`src/awcr_defines.vh`:
```
`ifndef AWCR_DEFINES_VH
`define AWCR_DEFINES_VH

// ----------------------------------------------------------------
// register offsets
// ----------------------------------------------------------------
`define AWCR_ADDR_PROGRESS 8'h02
`define AWCR_ADDR_SUM_LOW 8'h0A
`define AWCR_ADDR_SUM_HIGH 8'h0B
`define AWCR_ADDR_SUMMING_EN 8'h30
`define AWCR_ADDR_ALERT_EN 8'h34
`define AWCR_ADDR_WINDOW_EN 8'h37
`define AWCR_ADDR_UPPER_LOW 8'h38
`define AWCR_ADDR_UPPER_HIGH 8'h39
`define AWCR_ADDR_LOWER_LOW 8'h3A
`define AWCR_ADDR_LOWER_HIGH 8'h3B

// ----------------------------------------------------------------
// field positions
// ----------------------------------------------------------------
`define AWCR_BIT_WINDOW_ON 0
`define AWCR_BIT_CHAN0_ALERT 0
`define AWCR_BIT_CHAN1_ALERT 1
`define AWCR_NIBBLE_MSB 3
`define AWCR_CHAN_ONE 1'h1

// ----------------------------------------------------------------
// reset values and codes
// ----------------------------------------------------------------
`define AWCR_RST_BYTE 8'h00
`define AWCR_RST_NIBBLE 4'h0
`define AWCR_RST_BIT 1'h0
`define AWCR_RST_SUM 16'h0000
`define AWCR_RST_LIMIT 12'h000
`define AWCR_SUMMING_CODE_ON 4'hF
`define AWCR_SUMMING_CODE_OFF 4'h0
`define AWCR_COUNT_MAX 4'hF
`define AWCR_READ_NONE 8'h00

`endif

```
`src/awcr_regs.v`:
```
// Overview of operation
// - channel-1 sum low byte, read-only at 0Ah
// - channel-1 sum high byte, read-only at 0Bh
// - results cleared by reset, general call, sequence start
// - accumulation count in bits 3-0 at 02h
// - status upper nibble reads zero, ignores writes
// - bit 0 of 37h switches window comparator
// - bit 1 of 34h gates channel-1 alerts
// - bit 0 of 34h gates channel-0 alerts
// - high-threshold upper nibble in 39h bits 3-0
// - high-threshold low byte in 38h
// - low-threshold upper nibble in 3Bh bits 3-0
// - low-threshold low byte in 3Ah
// - comparator enable bits 7-1 read zero
// - accumulator runs only on enable code 1111b
`timescale 1ns/1ps
`default_nettype none
`include "awcr_defines.vh"

module awcr_regs (
    // clock and reset
    input wire clock_in,
    input wire sys_rst_in,
    // register access from the serial interface engine
    input wire [7:0] reg_addr_in,
    input wire reg_wr_in,
    input wire [7:0] reg_wdata_in,
    input wire reg_rd_in,
    output reg [7:0] reg_rdata_out,
    output wire reg_hit_out,
    // clearing events
    input wire general_call_reset_in,
    input wire device_reset_in,
    input wire sequence_go_in,
    // conversion results from the converter
    input wire conv_done_in,
    input wire conv_chan_in,
    input wire [11:0] conv_data_in,
    // channel-1 comparator events from outside this slice
    input wire chan1_above_in,
    input wire chan1_below_in,
    // controls to the datapaths
    output wire summing_active_out,
    output wire window_compare_on_out,
    output wire chan0_alert_on_out,
    output wire chan1_alert_on_out,
    output wire [11:0] chan0_upper_limit_out,
    output wire [11:0] chan0_lower_limit_out,
    // accumulator results
    output wire [15:0] chan1_sum_out,
    output wire [3:0] accumulations_done_out,
    // alerts
    output reg chan0_alert_out,
    output reg chan1_alert_out
);

    // ----------------------------------------------------------------
    // address decode
    // ----------------------------------------------------------------

    // used by the hit flag only; the write strobes decode through wr_hit
    function is_writable;
        input [7:0] addr;
        begin
            case (addr)
                `AWCR_ADDR_SUMMING_EN: is_writable = 1'b1;
                `AWCR_ADDR_ALERT_EN: is_writable = 1'b1;
                `AWCR_ADDR_WINDOW_EN: is_writable = 1'b1;
                `AWCR_ADDR_UPPER_LOW: is_writable = 1'b1;
                `AWCR_ADDR_UPPER_HIGH: is_writable = 1'b1;
                `AWCR_ADDR_LOWER_LOW: is_writable = 1'b1;
                `AWCR_ADDR_LOWER_HIGH: is_writable = 1'b1;
                default: is_writable = 1'b0;
            endcase
        end
    endfunction

    function is_result;
        input [7:0] addr;
        begin
            case (addr)
                `AWCR_ADDR_PROGRESS: is_result = 1'b1;
                `AWCR_ADDR_SUM_LOW: is_result = 1'b1;
                `AWCR_ADDR_SUM_HIGH: is_result = 1'b1;
                default: is_result = 1'b0;
            endcase
        end
    endfunction

    function wr_hit;
        input [7:0] addr;
        input [7:0] target;
        input wr;
        begin
            wr_hit = wr && (addr == target);
        end
    endfunction

    // ----------------------------------------------------------------
    // write strobes
    // ----------------------------------------------------------------
    wire wr_summing;
    wire wr_alert;
    wire wr_window;
    wire wr_upper_low;
    wire wr_upper_high;
    wire wr_lower_low;
    wire wr_lower_high;

    assign wr_summing =
        wr_hit(reg_addr_in, `AWCR_ADDR_SUMMING_EN, reg_wr_in);
    assign wr_alert =
        wr_hit(reg_addr_in, `AWCR_ADDR_ALERT_EN, reg_wr_in);
    assign wr_window =
        wr_hit(reg_addr_in, `AWCR_ADDR_WINDOW_EN, reg_wr_in);
    assign wr_upper_low =
        wr_hit(reg_addr_in, `AWCR_ADDR_UPPER_LOW, reg_wr_in);
    assign wr_upper_high =
        wr_hit(reg_addr_in, `AWCR_ADDR_UPPER_HIGH, reg_wr_in);
    assign wr_lower_low =
        wr_hit(reg_addr_in, `AWCR_ADDR_LOWER_LOW, reg_wr_in);
    assign wr_lower_high =
        wr_hit(reg_addr_in, `AWCR_ADDR_LOWER_HIGH, reg_wr_in);

    // ----------------------------------------------------------------
    // control registers
    // ----------------------------------------------------------------
    reg [3:0] summing_on;
    reg window_compare_on;
    reg chan0_alert_on;
    reg chan1_alert_on;
    reg [7:0] chan0_upper_limit_byte;
    reg [3:0] chan0_upper_limit_nibble;
    reg [7:0] chan0_lower_limit_byte;
    reg [3:0] chan0_lower_limit_nibble;

    wire soft_reset;
    wire results_clear;

    // general call and device reset restore the control registers and clear the results
    assign soft_reset = general_call_reset_in || device_reset_in;
    assign results_clear = soft_reset || sequence_go_in;

    always @(posedge clock_in or posedge sys_rst_in) begin
        if (sys_rst_in) begin
            summing_on <= `AWCR_RST_NIBBLE;
            window_compare_on <= `AWCR_RST_BIT;
            chan0_alert_on <= `AWCR_RST_BIT;
            chan1_alert_on <= `AWCR_RST_BIT;
            chan0_upper_limit_byte <= `AWCR_RST_BYTE;
            chan0_upper_limit_nibble <= `AWCR_RST_NIBBLE;
            chan0_lower_limit_byte <= `AWCR_RST_BYTE;
            chan0_lower_limit_nibble <= `AWCR_RST_NIBBLE;
        end else if (soft_reset) begin
            summing_on <= `AWCR_RST_NIBBLE;
            window_compare_on <= `AWCR_RST_BIT;
            chan0_alert_on <= `AWCR_RST_BIT;
            chan1_alert_on <= `AWCR_RST_BIT;
            chan0_upper_limit_byte <= `AWCR_RST_BYTE;
            chan0_upper_limit_nibble <= `AWCR_RST_NIBBLE;
            chan0_lower_limit_byte <= `AWCR_RST_BYTE;
            chan0_lower_limit_nibble <= `AWCR_RST_NIBBLE;
        end else begin
            if (wr_summing) begin
                summing_on <= reg_wdata_in[3:0];
            end
            if (wr_window) begin
                // only bit 0 is stored; bits 7-1 have no flops
                window_compare_on <= reg_wdata_in[`AWCR_BIT_WINDOW_ON];
            end
            if (wr_alert) begin
                chan0_alert_on <= reg_wdata_in[`AWCR_BIT_CHAN0_ALERT];
                chan1_alert_on <= reg_wdata_in[`AWCR_BIT_CHAN1_ALERT];
            end
            if (wr_upper_low) begin
                chan0_upper_limit_byte <= reg_wdata_in;
            end
            if (wr_upper_high) begin
                chan0_upper_limit_nibble <=
                    reg_wdata_in[`AWCR_NIBBLE_MSB:0];
            end
            if (wr_lower_low) begin
                chan0_lower_limit_byte <= reg_wdata_in;
            end
            if (wr_lower_high) begin
                chan0_lower_limit_nibble <=
                    reg_wdata_in[`AWCR_NIBBLE_MSB:0];
            end
        end
    end

    // ----------------------------------------------------------------
    // datapath controls
    // ----------------------------------------------------------------

    // reserved codes leave the accumulator idle, same as off
    assign summing_active_out =
        (summing_on == `AWCR_SUMMING_CODE_ON);
    assign window_compare_on_out = window_compare_on;
    assign chan0_alert_on_out = chan0_alert_on;
    assign chan1_alert_on_out = chan1_alert_on;
    assign chan0_upper_limit_out =
        {chan0_upper_limit_nibble, chan0_upper_limit_byte};
    assign chan0_lower_limit_out =
        {chan0_lower_limit_nibble, chan0_lower_limit_byte};

    // ----------------------------------------------------------------
    // accumulator
    // ----------------------------------------------------------------
    wire [15:0] sum;
    wire [3:0] count;

    awcr_accum awcr_accum_i (
        .clock_in(clock_in),
        .sys_rst_in(sys_rst_in),
        .clear_in(results_clear),
        .run_in(summing_active_out),
        .conv_done_in(conv_done_in),
        .conv_chan_in(conv_chan_in),
        .conv_data_in(conv_data_in),
        .sum_out(sum),
        .count_out(count)
    );

    assign chan1_sum_out = sum;
    assign accumulations_done_out = count;

    // ----------------------------------------------------------------
    // window comparator, channel 0
    // ----------------------------------------------------------------
    wire chan0_above;
    wire chan0_below;

    awcr_window awcr_window_i (
        .clock_in(clock_in),
        .sys_rst_in(sys_rst_in),
        .active_in(window_compare_on),
        .upper_limit_in(chan0_upper_limit_out),
        .lower_limit_in(chan0_lower_limit_out),
        .conv_done_in(conv_done_in),
        .conv_chan_in(conv_chan_in),
        .conv_data_in(conv_data_in),
        .above_out(chan0_above),
        .below_out(chan0_below)
    );

    // ----------------------------------------------------------------
    // alert gating
    // ----------------------------------------------------------------
    wire next_chan0_alert;
    wire next_chan1_alert;

    assign next_chan0_alert = window_compare_on && chan0_alert_on &&
                              (chan0_above || chan0_below);
    assign next_chan1_alert = window_compare_on && chan1_alert_on &&
                              (chan1_above_in || chan1_below_in);

    always @(posedge clock_in or posedge sys_rst_in) begin
        if (sys_rst_in) begin
            chan0_alert_out <= `AWCR_RST_BIT;
            chan1_alert_out <= `AWCR_RST_BIT;
        end else begin
            chan0_alert_out <= next_chan0_alert;
            chan1_alert_out <= next_chan1_alert;
        end
    end

    // ----------------------------------------------------------------
    // read-only words
    // ----------------------------------------------------------------
    wire [7:0] progress_word;
    wire [7:0] sum_low_word;
    wire [7:0] sum_high_word;

    // upper status nibble has no flops behind it
    assign progress_word = {4'h0, count};
    assign sum_low_word = sum[7:0];
    assign sum_high_word = sum[15:8];

    // ----------------------------------------------------------------
    // read path
    // ----------------------------------------------------------------
    reg [7:0] next_rdata;

    // reads are pure muxing: only reg_rdata_out changes on a read
    always @* begin
        next_rdata = `AWCR_READ_NONE;
        case (reg_addr_in)
            `AWCR_ADDR_PROGRESS: begin
                next_rdata = progress_word;
            end
            `AWCR_ADDR_SUM_LOW: begin
                next_rdata = sum_low_word;
            end
            `AWCR_ADDR_SUM_HIGH: begin
                next_rdata = sum_high_word;
            end
            `AWCR_ADDR_SUMMING_EN: begin
                next_rdata = {4'h0, summing_on};
            end
            `AWCR_ADDR_ALERT_EN: begin
                next_rdata = {6'h00, chan1_alert_on, chan0_alert_on};
            end
            `AWCR_ADDR_WINDOW_EN: begin
                next_rdata = {7'h00, window_compare_on};
            end
            `AWCR_ADDR_UPPER_LOW: begin
                next_rdata = chan0_upper_limit_byte;
            end
            `AWCR_ADDR_UPPER_HIGH: begin
                next_rdata = {4'h0, chan0_upper_limit_nibble};
            end
            `AWCR_ADDR_LOWER_LOW: begin
                next_rdata = chan0_lower_limit_byte;
            end
            `AWCR_ADDR_LOWER_HIGH: begin
                next_rdata = {4'h0, chan0_lower_limit_nibble};
            end
            default: begin
                next_rdata = `AWCR_READ_NONE;
            end
        endcase
    end

    // data held between reads so the serial engine can shift it out
    always @(posedge clock_in or posedge sys_rst_in) begin
        if (sys_rst_in) begin
            reg_rdata_out <= `AWCR_RST_BYTE;
        end else if (reg_rd_in) begin
            reg_rdata_out <= next_rdata;
        end
    end

    // ----------------------------------------------------------------
    // hit flag
    // ----------------------------------------------------------------
    wire write_target;
    wire read_target;

    // result registers are absent from the write decode, so writes drop
    assign write_target = is_writable(reg_addr_in);
    assign read_target = is_result(reg_addr_in) && !reg_wr_in;
    assign reg_hit_out = write_target || read_target;

endmodule
`default_nettype wire

```
`src/awcr_accum.v`:
```
`timescale 1ns/1ps
`default_nettype none
`include "awcr_defines.vh"

module awcr_accum (
    // clock and reset
    input wire clock_in,
    input wire sys_rst_in,
    // control
    input wire clear_in,
    input wire run_in,
    // conversion results
    input wire conv_done_in,
    input wire conv_chan_in,
    input wire [11:0] conv_data_in,
    // results
    output reg [15:0] sum_out,
    output reg [3:0] count_out
);

    wire take;

    assign take = run_in && conv_done_in && (conv_chan_in == `AWCR_CHAN_ONE);

    // clear beats a conversion in the same cycle: a new sequence starts empty
    always @(posedge clock_in or posedge sys_rst_in) begin
        if (sys_rst_in) begin
            sum_out <= `AWCR_RST_SUM;
            count_out <= `AWCR_RST_NIBBLE;
        end else if (clear_in) begin
            sum_out <= `AWCR_RST_SUM;
            count_out <= `AWCR_RST_NIBBLE;
        end else if (take) begin
            sum_out <= sum_out + {4'h0, conv_data_in};
            // count sticks at its top so it never reads as a fresh start
            if (count_out != `AWCR_COUNT_MAX) begin
                count_out <= count_out + 4'h1;
            end
        end
    end

endmodule
`default_nettype wire

```
`src/awcr_window.v`:
```
`timescale 1ns/1ps
`default_nettype none
`include "awcr_defines.vh"

module awcr_window (
    // clock and reset
    input wire clock_in,
    input wire sys_rst_in,
    // control
    input wire active_in,
    input wire [11:0] upper_limit_in,
    input wire [11:0] lower_limit_in,
    // conversion results
    input wire conv_done_in,
    input wire conv_chan_in,
    input wire [11:0] conv_data_in,
    // events
    output reg above_out,
    output reg below_out
);

    wire chan0_done;

    assign chan0_done = active_in && conv_done_in &&
                        (conv_chan_in != `AWCR_CHAN_ONE);

    // result held until next channel-0 conversion; dropped when disabled
    always @(posedge clock_in or posedge sys_rst_in) begin
        if (sys_rst_in) begin
            above_out <= `AWCR_RST_BIT;
            below_out <= `AWCR_RST_BIT;
        end else if (!active_in) begin
            above_out <= `AWCR_RST_BIT;
            below_out <= `AWCR_RST_BIT;
        end else if (chan0_done) begin
            above_out <= (conv_data_in > upper_limit_in);
            below_out <= (conv_data_in < lower_limit_in);
        end
    end

endmodule
`default_nettype wire

```
`config.mk`:
```
export PLATFORM = sky130hd
export DESIGN_NAME = awcr_regs
export DESIGN_NICKNAME = d
export VERILOG_FILES = /design/src/awcr_regs.v /design/src/awcr_accum.v /design/src/awcr_window.v
export VERILOG_INCLUDE_DIRS = /design/src
export SDC_FILE = /design/constraint.sdc
export NUM_CORES = 1
export LEC_CHECK = 0
export BUFFER_PORTS_ARGS = -buffer_cell sky130_fd_sc_hd__clkbuf_2
export CELL_PAD_IN_SITES_DETAIL_PLACEMENT = 1
export CELL_PAD_IN_SITES_GLOBAL_PLACEMENT = 1
export CORE_MARGIN = 8
export CORE_UTILIZATION = 38
export DETAILED_ROUTE_END_ITERATION = 7
export PLACE_DENSITY = 0.86
export SLEW_MARGIN = 20
export SYNTH_ARGS = -nofsm -noshare
export SYNTH_HDL_FRONTEND = slang
export SYNTH_HIERARCHICAL = 1
export SYNTH_SLANG_ARGS = --single-unit
```
`constraint.sdc`:
```
create_clock -name clock_in -period 2.2 [get_ports clock_in]
set_clock_uncertainty 0.05 [all_clocks]
set_input_delay 0.44 -clock clock_in [delete_from_list [all_inputs] [get_ports clock_in]]
set_output_delay 0.44 -clock clock_in [all_outputs]
set_load 0.05 [all_outputs]
```
==> qor.yml <==
grt_max_degree: 42
drive_gt1_share_pct: 33.1
initial_core_util_pct: 38.6
synth_warnings: 6
ios: 98
status: "finished with violations"
maxCapViolations: 0
cts_made_buffers: 9
hold_path.class: "in -> reg"
synth.largest_area_cell: "dfrtp_1"
crit_slowest_cell: "dfrtp_2"
syn_to_final_growth_pct: 30.1
grt-ovfl-total: 0
gp_congestion: 0.935
cp.required_ns: 2.38
end_kind: "register"
antenna_cells: 0
min_period_over_period_pct: 106
ys.flop_type: "dfrtp_1"
nets: 690
die_w_um: 124
critPathTopFamily: "compound AO/OA/AOI/OAI gates"
worstMarginPinSlew_ns: 0.618
dp_cells: 741
synthTopCellsByArea: "dfrtp_1, ha_1, mux2i_1, nor2_1, a21oi_1"
crit_top_cell: "a21oi_2"
cp_max_fo: 2
grt_pass1_wl_um: 27200
die_area_mm2: 0.0153
startpoint_type: "register"
max_stage_delay_ns: 0.39
clk_pin_slew_worst_paths_ns: 0.06
synthesis.nets: 546
io_buffers: 97
drtAntennaViolNets: 0
die_h_um: 124
setup_viol: 2
p_per_area_mw_per_mm2: 497
violations: "setup timing"
dp_hpwl_um: 13200
root_buffer: "clkbuf_16"
route.detailed.drc: 0
stdcell_count: 762
min_period_ns: 2.34
row_count: 39
drtIter0Drc: 279
yosysSeqAreaShare_pct: 35.9
wirelength_um: 17300
cts-htree-levels: 3
placed_area_mm2: 0.00536
slew_violations: 0
critPathArrivalTime_ns: 2.52
rsz0062_at_grt: "yes"
dr.pass1.iters: 4
synth_top_area_share_pct: 35.9
coreArea_mm2: 0.0114
fin_ws_ns: -0.142
via_per_inst: 5.96
cts_sinks: 63
ys_ff_latch: 63
via_count: 4543
ys_top_cells_by_count: "dfrtp_1, nor2_1, ha_1"
synth_edf_count: 0
hold_viol: 0
fmax_ghz: 0.427
power_leakage_nw: 2.82
antenna_found_initial: 0
crit_buf_inv: 1
syn_area_mm2: 0.00439
ir_worst_vdd_uv: 416
clock_latency_ns: 0.34
synth_area_per_cell_um2: 9.35
final_area_mm2: 0.00571
synth_most_common_cell: "dfrtp_1"
wl_per_cell_um: 22.8
track_usage_pct: 23.4
final_core_util_pct: 50.3
synthArstFlopShare_pct: 100
crit_chain: "ha_4 > inv_2 > fa_2 > nor2b_2 > o211ai_1 > a21oi_2 > o2111ai_2 > a21oi_2 > mux2_4"
grt_pass1_vias: 5021
syn-instance-count: 470
yosysUniqueCellTypes: 76
cts_tree: "done"
slew_headroom_pct: 57.8
path_class: "reg -> reg"
clock_tree.buffer_depth: 2
[logic make-up (layout without fill, tap and decap cells)]
kind of cell / after synthesis / in the layout / synth area share [%]
simple gates: 165 / 165 / 19.2
compound gates: 102 / 102 / 16.8
flops: 63 / 63 / 35.9
buf+inv: 50 / 199 / 4.64
mux: 42 / 42 / 10.6
fa+ha+maj: 37 / 37 / 10.7
xor+xnor: 11 / 11 / 2.19
[final timing paths]
path                       depth (start not counted)                     from                        to  slack (ns)
max                                                9  awcr_accum_i/sum_out[0]  awcr_accum_i/sum_out[14]       -0.14
min                                                2           chan1_above_in           chan1_alert_out        0.28
max reg2reg                                        9  awcr_accum_i/sum_out[0]  awcr_accum_i/sum_out[14]       -0.14
min reg2reg                                        1  awcr_window_i/above_out           chan0_alert_out        0.48
max in group asynchronous                          4               sys_rst_in          reg_rdata_out[3]        0.95
min in group asynchronous                          3               sys_rst_in   awcr_window_i/above_out        0.47
[per-stage QoR]
| step | hold WS, ns | TNS [ns] | setup slack (ns) | power [mW] |
|---|---|---|---|---|
| 2_1_floorplan | 0.131 | -0.123 | -0.0615 | 1.33 |
| 3_3_place_gp | 0.263 | -0.313 | -0.135 | 1.46 |
| 3_5_place_dp | 0.258 | -0.845 | -0.286 | 1.48 |
| 4_1_cts | 0.274 | -0.0929 | -0.0472 | 2.85 |
| 5_1_grt | 0.269 | -0.505 | -0.214 | 2.94 |
| 6_report | 0.276 | -0.279 | -0.142 | 2.84 |
[sequential cells by signal, indices dropped and copies added (netlist names)]
name and count:
chan0_lower_limit_nibble 4, chan0_lower_limit_byte 8, awcr_accum_i/sum_out 16, awcr_window_i/above_out 1
chan0_upper_limit_byte 8, summing_on 4, window_compare_on_out 1, reg_rdata_out 8
chan0_alert_out 1, chan1_alert_out 1, awcr_window_i/below_out 1, chan0_upper_limit_nibble 4
chan0_alert_on_out 1, chan1_alert_on_out 1, awcr_accum_i/count_out 4
[final cells by class]
class	instances	area [µm²]
clock buffers	9	225
fillers	1346	5660
multi-input cells	357	2660
repair buffers	149	881
clock inverters	7	56.3
inverters	34	128
well taps	143	179
flip-flops and latches	63	1580
[cell usage in the layout, fill, tap and decap left out, drive strengths merged, types with 4 or more instances in the layout]
| master | n |
|---|---|
| o21ai | 10 |
| dfrtp | 63 |
| xnor2 | 8 |
| a211oi | 5 |
| nor3 | 4 |
| nand4 | 10 |
| a22oi | 6 |
| nor2b | 8 |
| buf | 51 |
| clkbuf | 106 |
| clkinv | 4 |
| o211ai | 4 |
| a21oi | 32 |
| nor2 | 54 |
| inv | 36 |
| nand3 | 15 |
| ha | 36 |
| mux2i | 34 |
| nand2 | 35 |
| nand2b | 6 |
| or3 | 6 |
| and3 | 6 |
| mux2 | 5 |
| a21o | 5 |
[power by group]
group	leakage [nW]	internal [mW]	switching, mW
clock	0.136	0.773	0.596
sequential	0.872	1.16	0.000367
combinational	1.81	0.120	0.194
[repair_timing]
item,4_1_cts,5_1_grt
endpoints found under the hold margin,2,0
endpoints found under the setup margin,3,6
setup buffers,1,3
hold buffers,1,0
gates resized for setup,7,3
pin swaps,2,5
[per-layer routing]
layer	track usage (%)	routed length, µm	vias to the layer above
met2	39.9	8560	196
li1	-	-	2011
met4	11.8	706	0
met5	0	0	-
met1	26.6	6860	2270
met3	5.89	1210	66
Power figures use the tool's default switching activity.
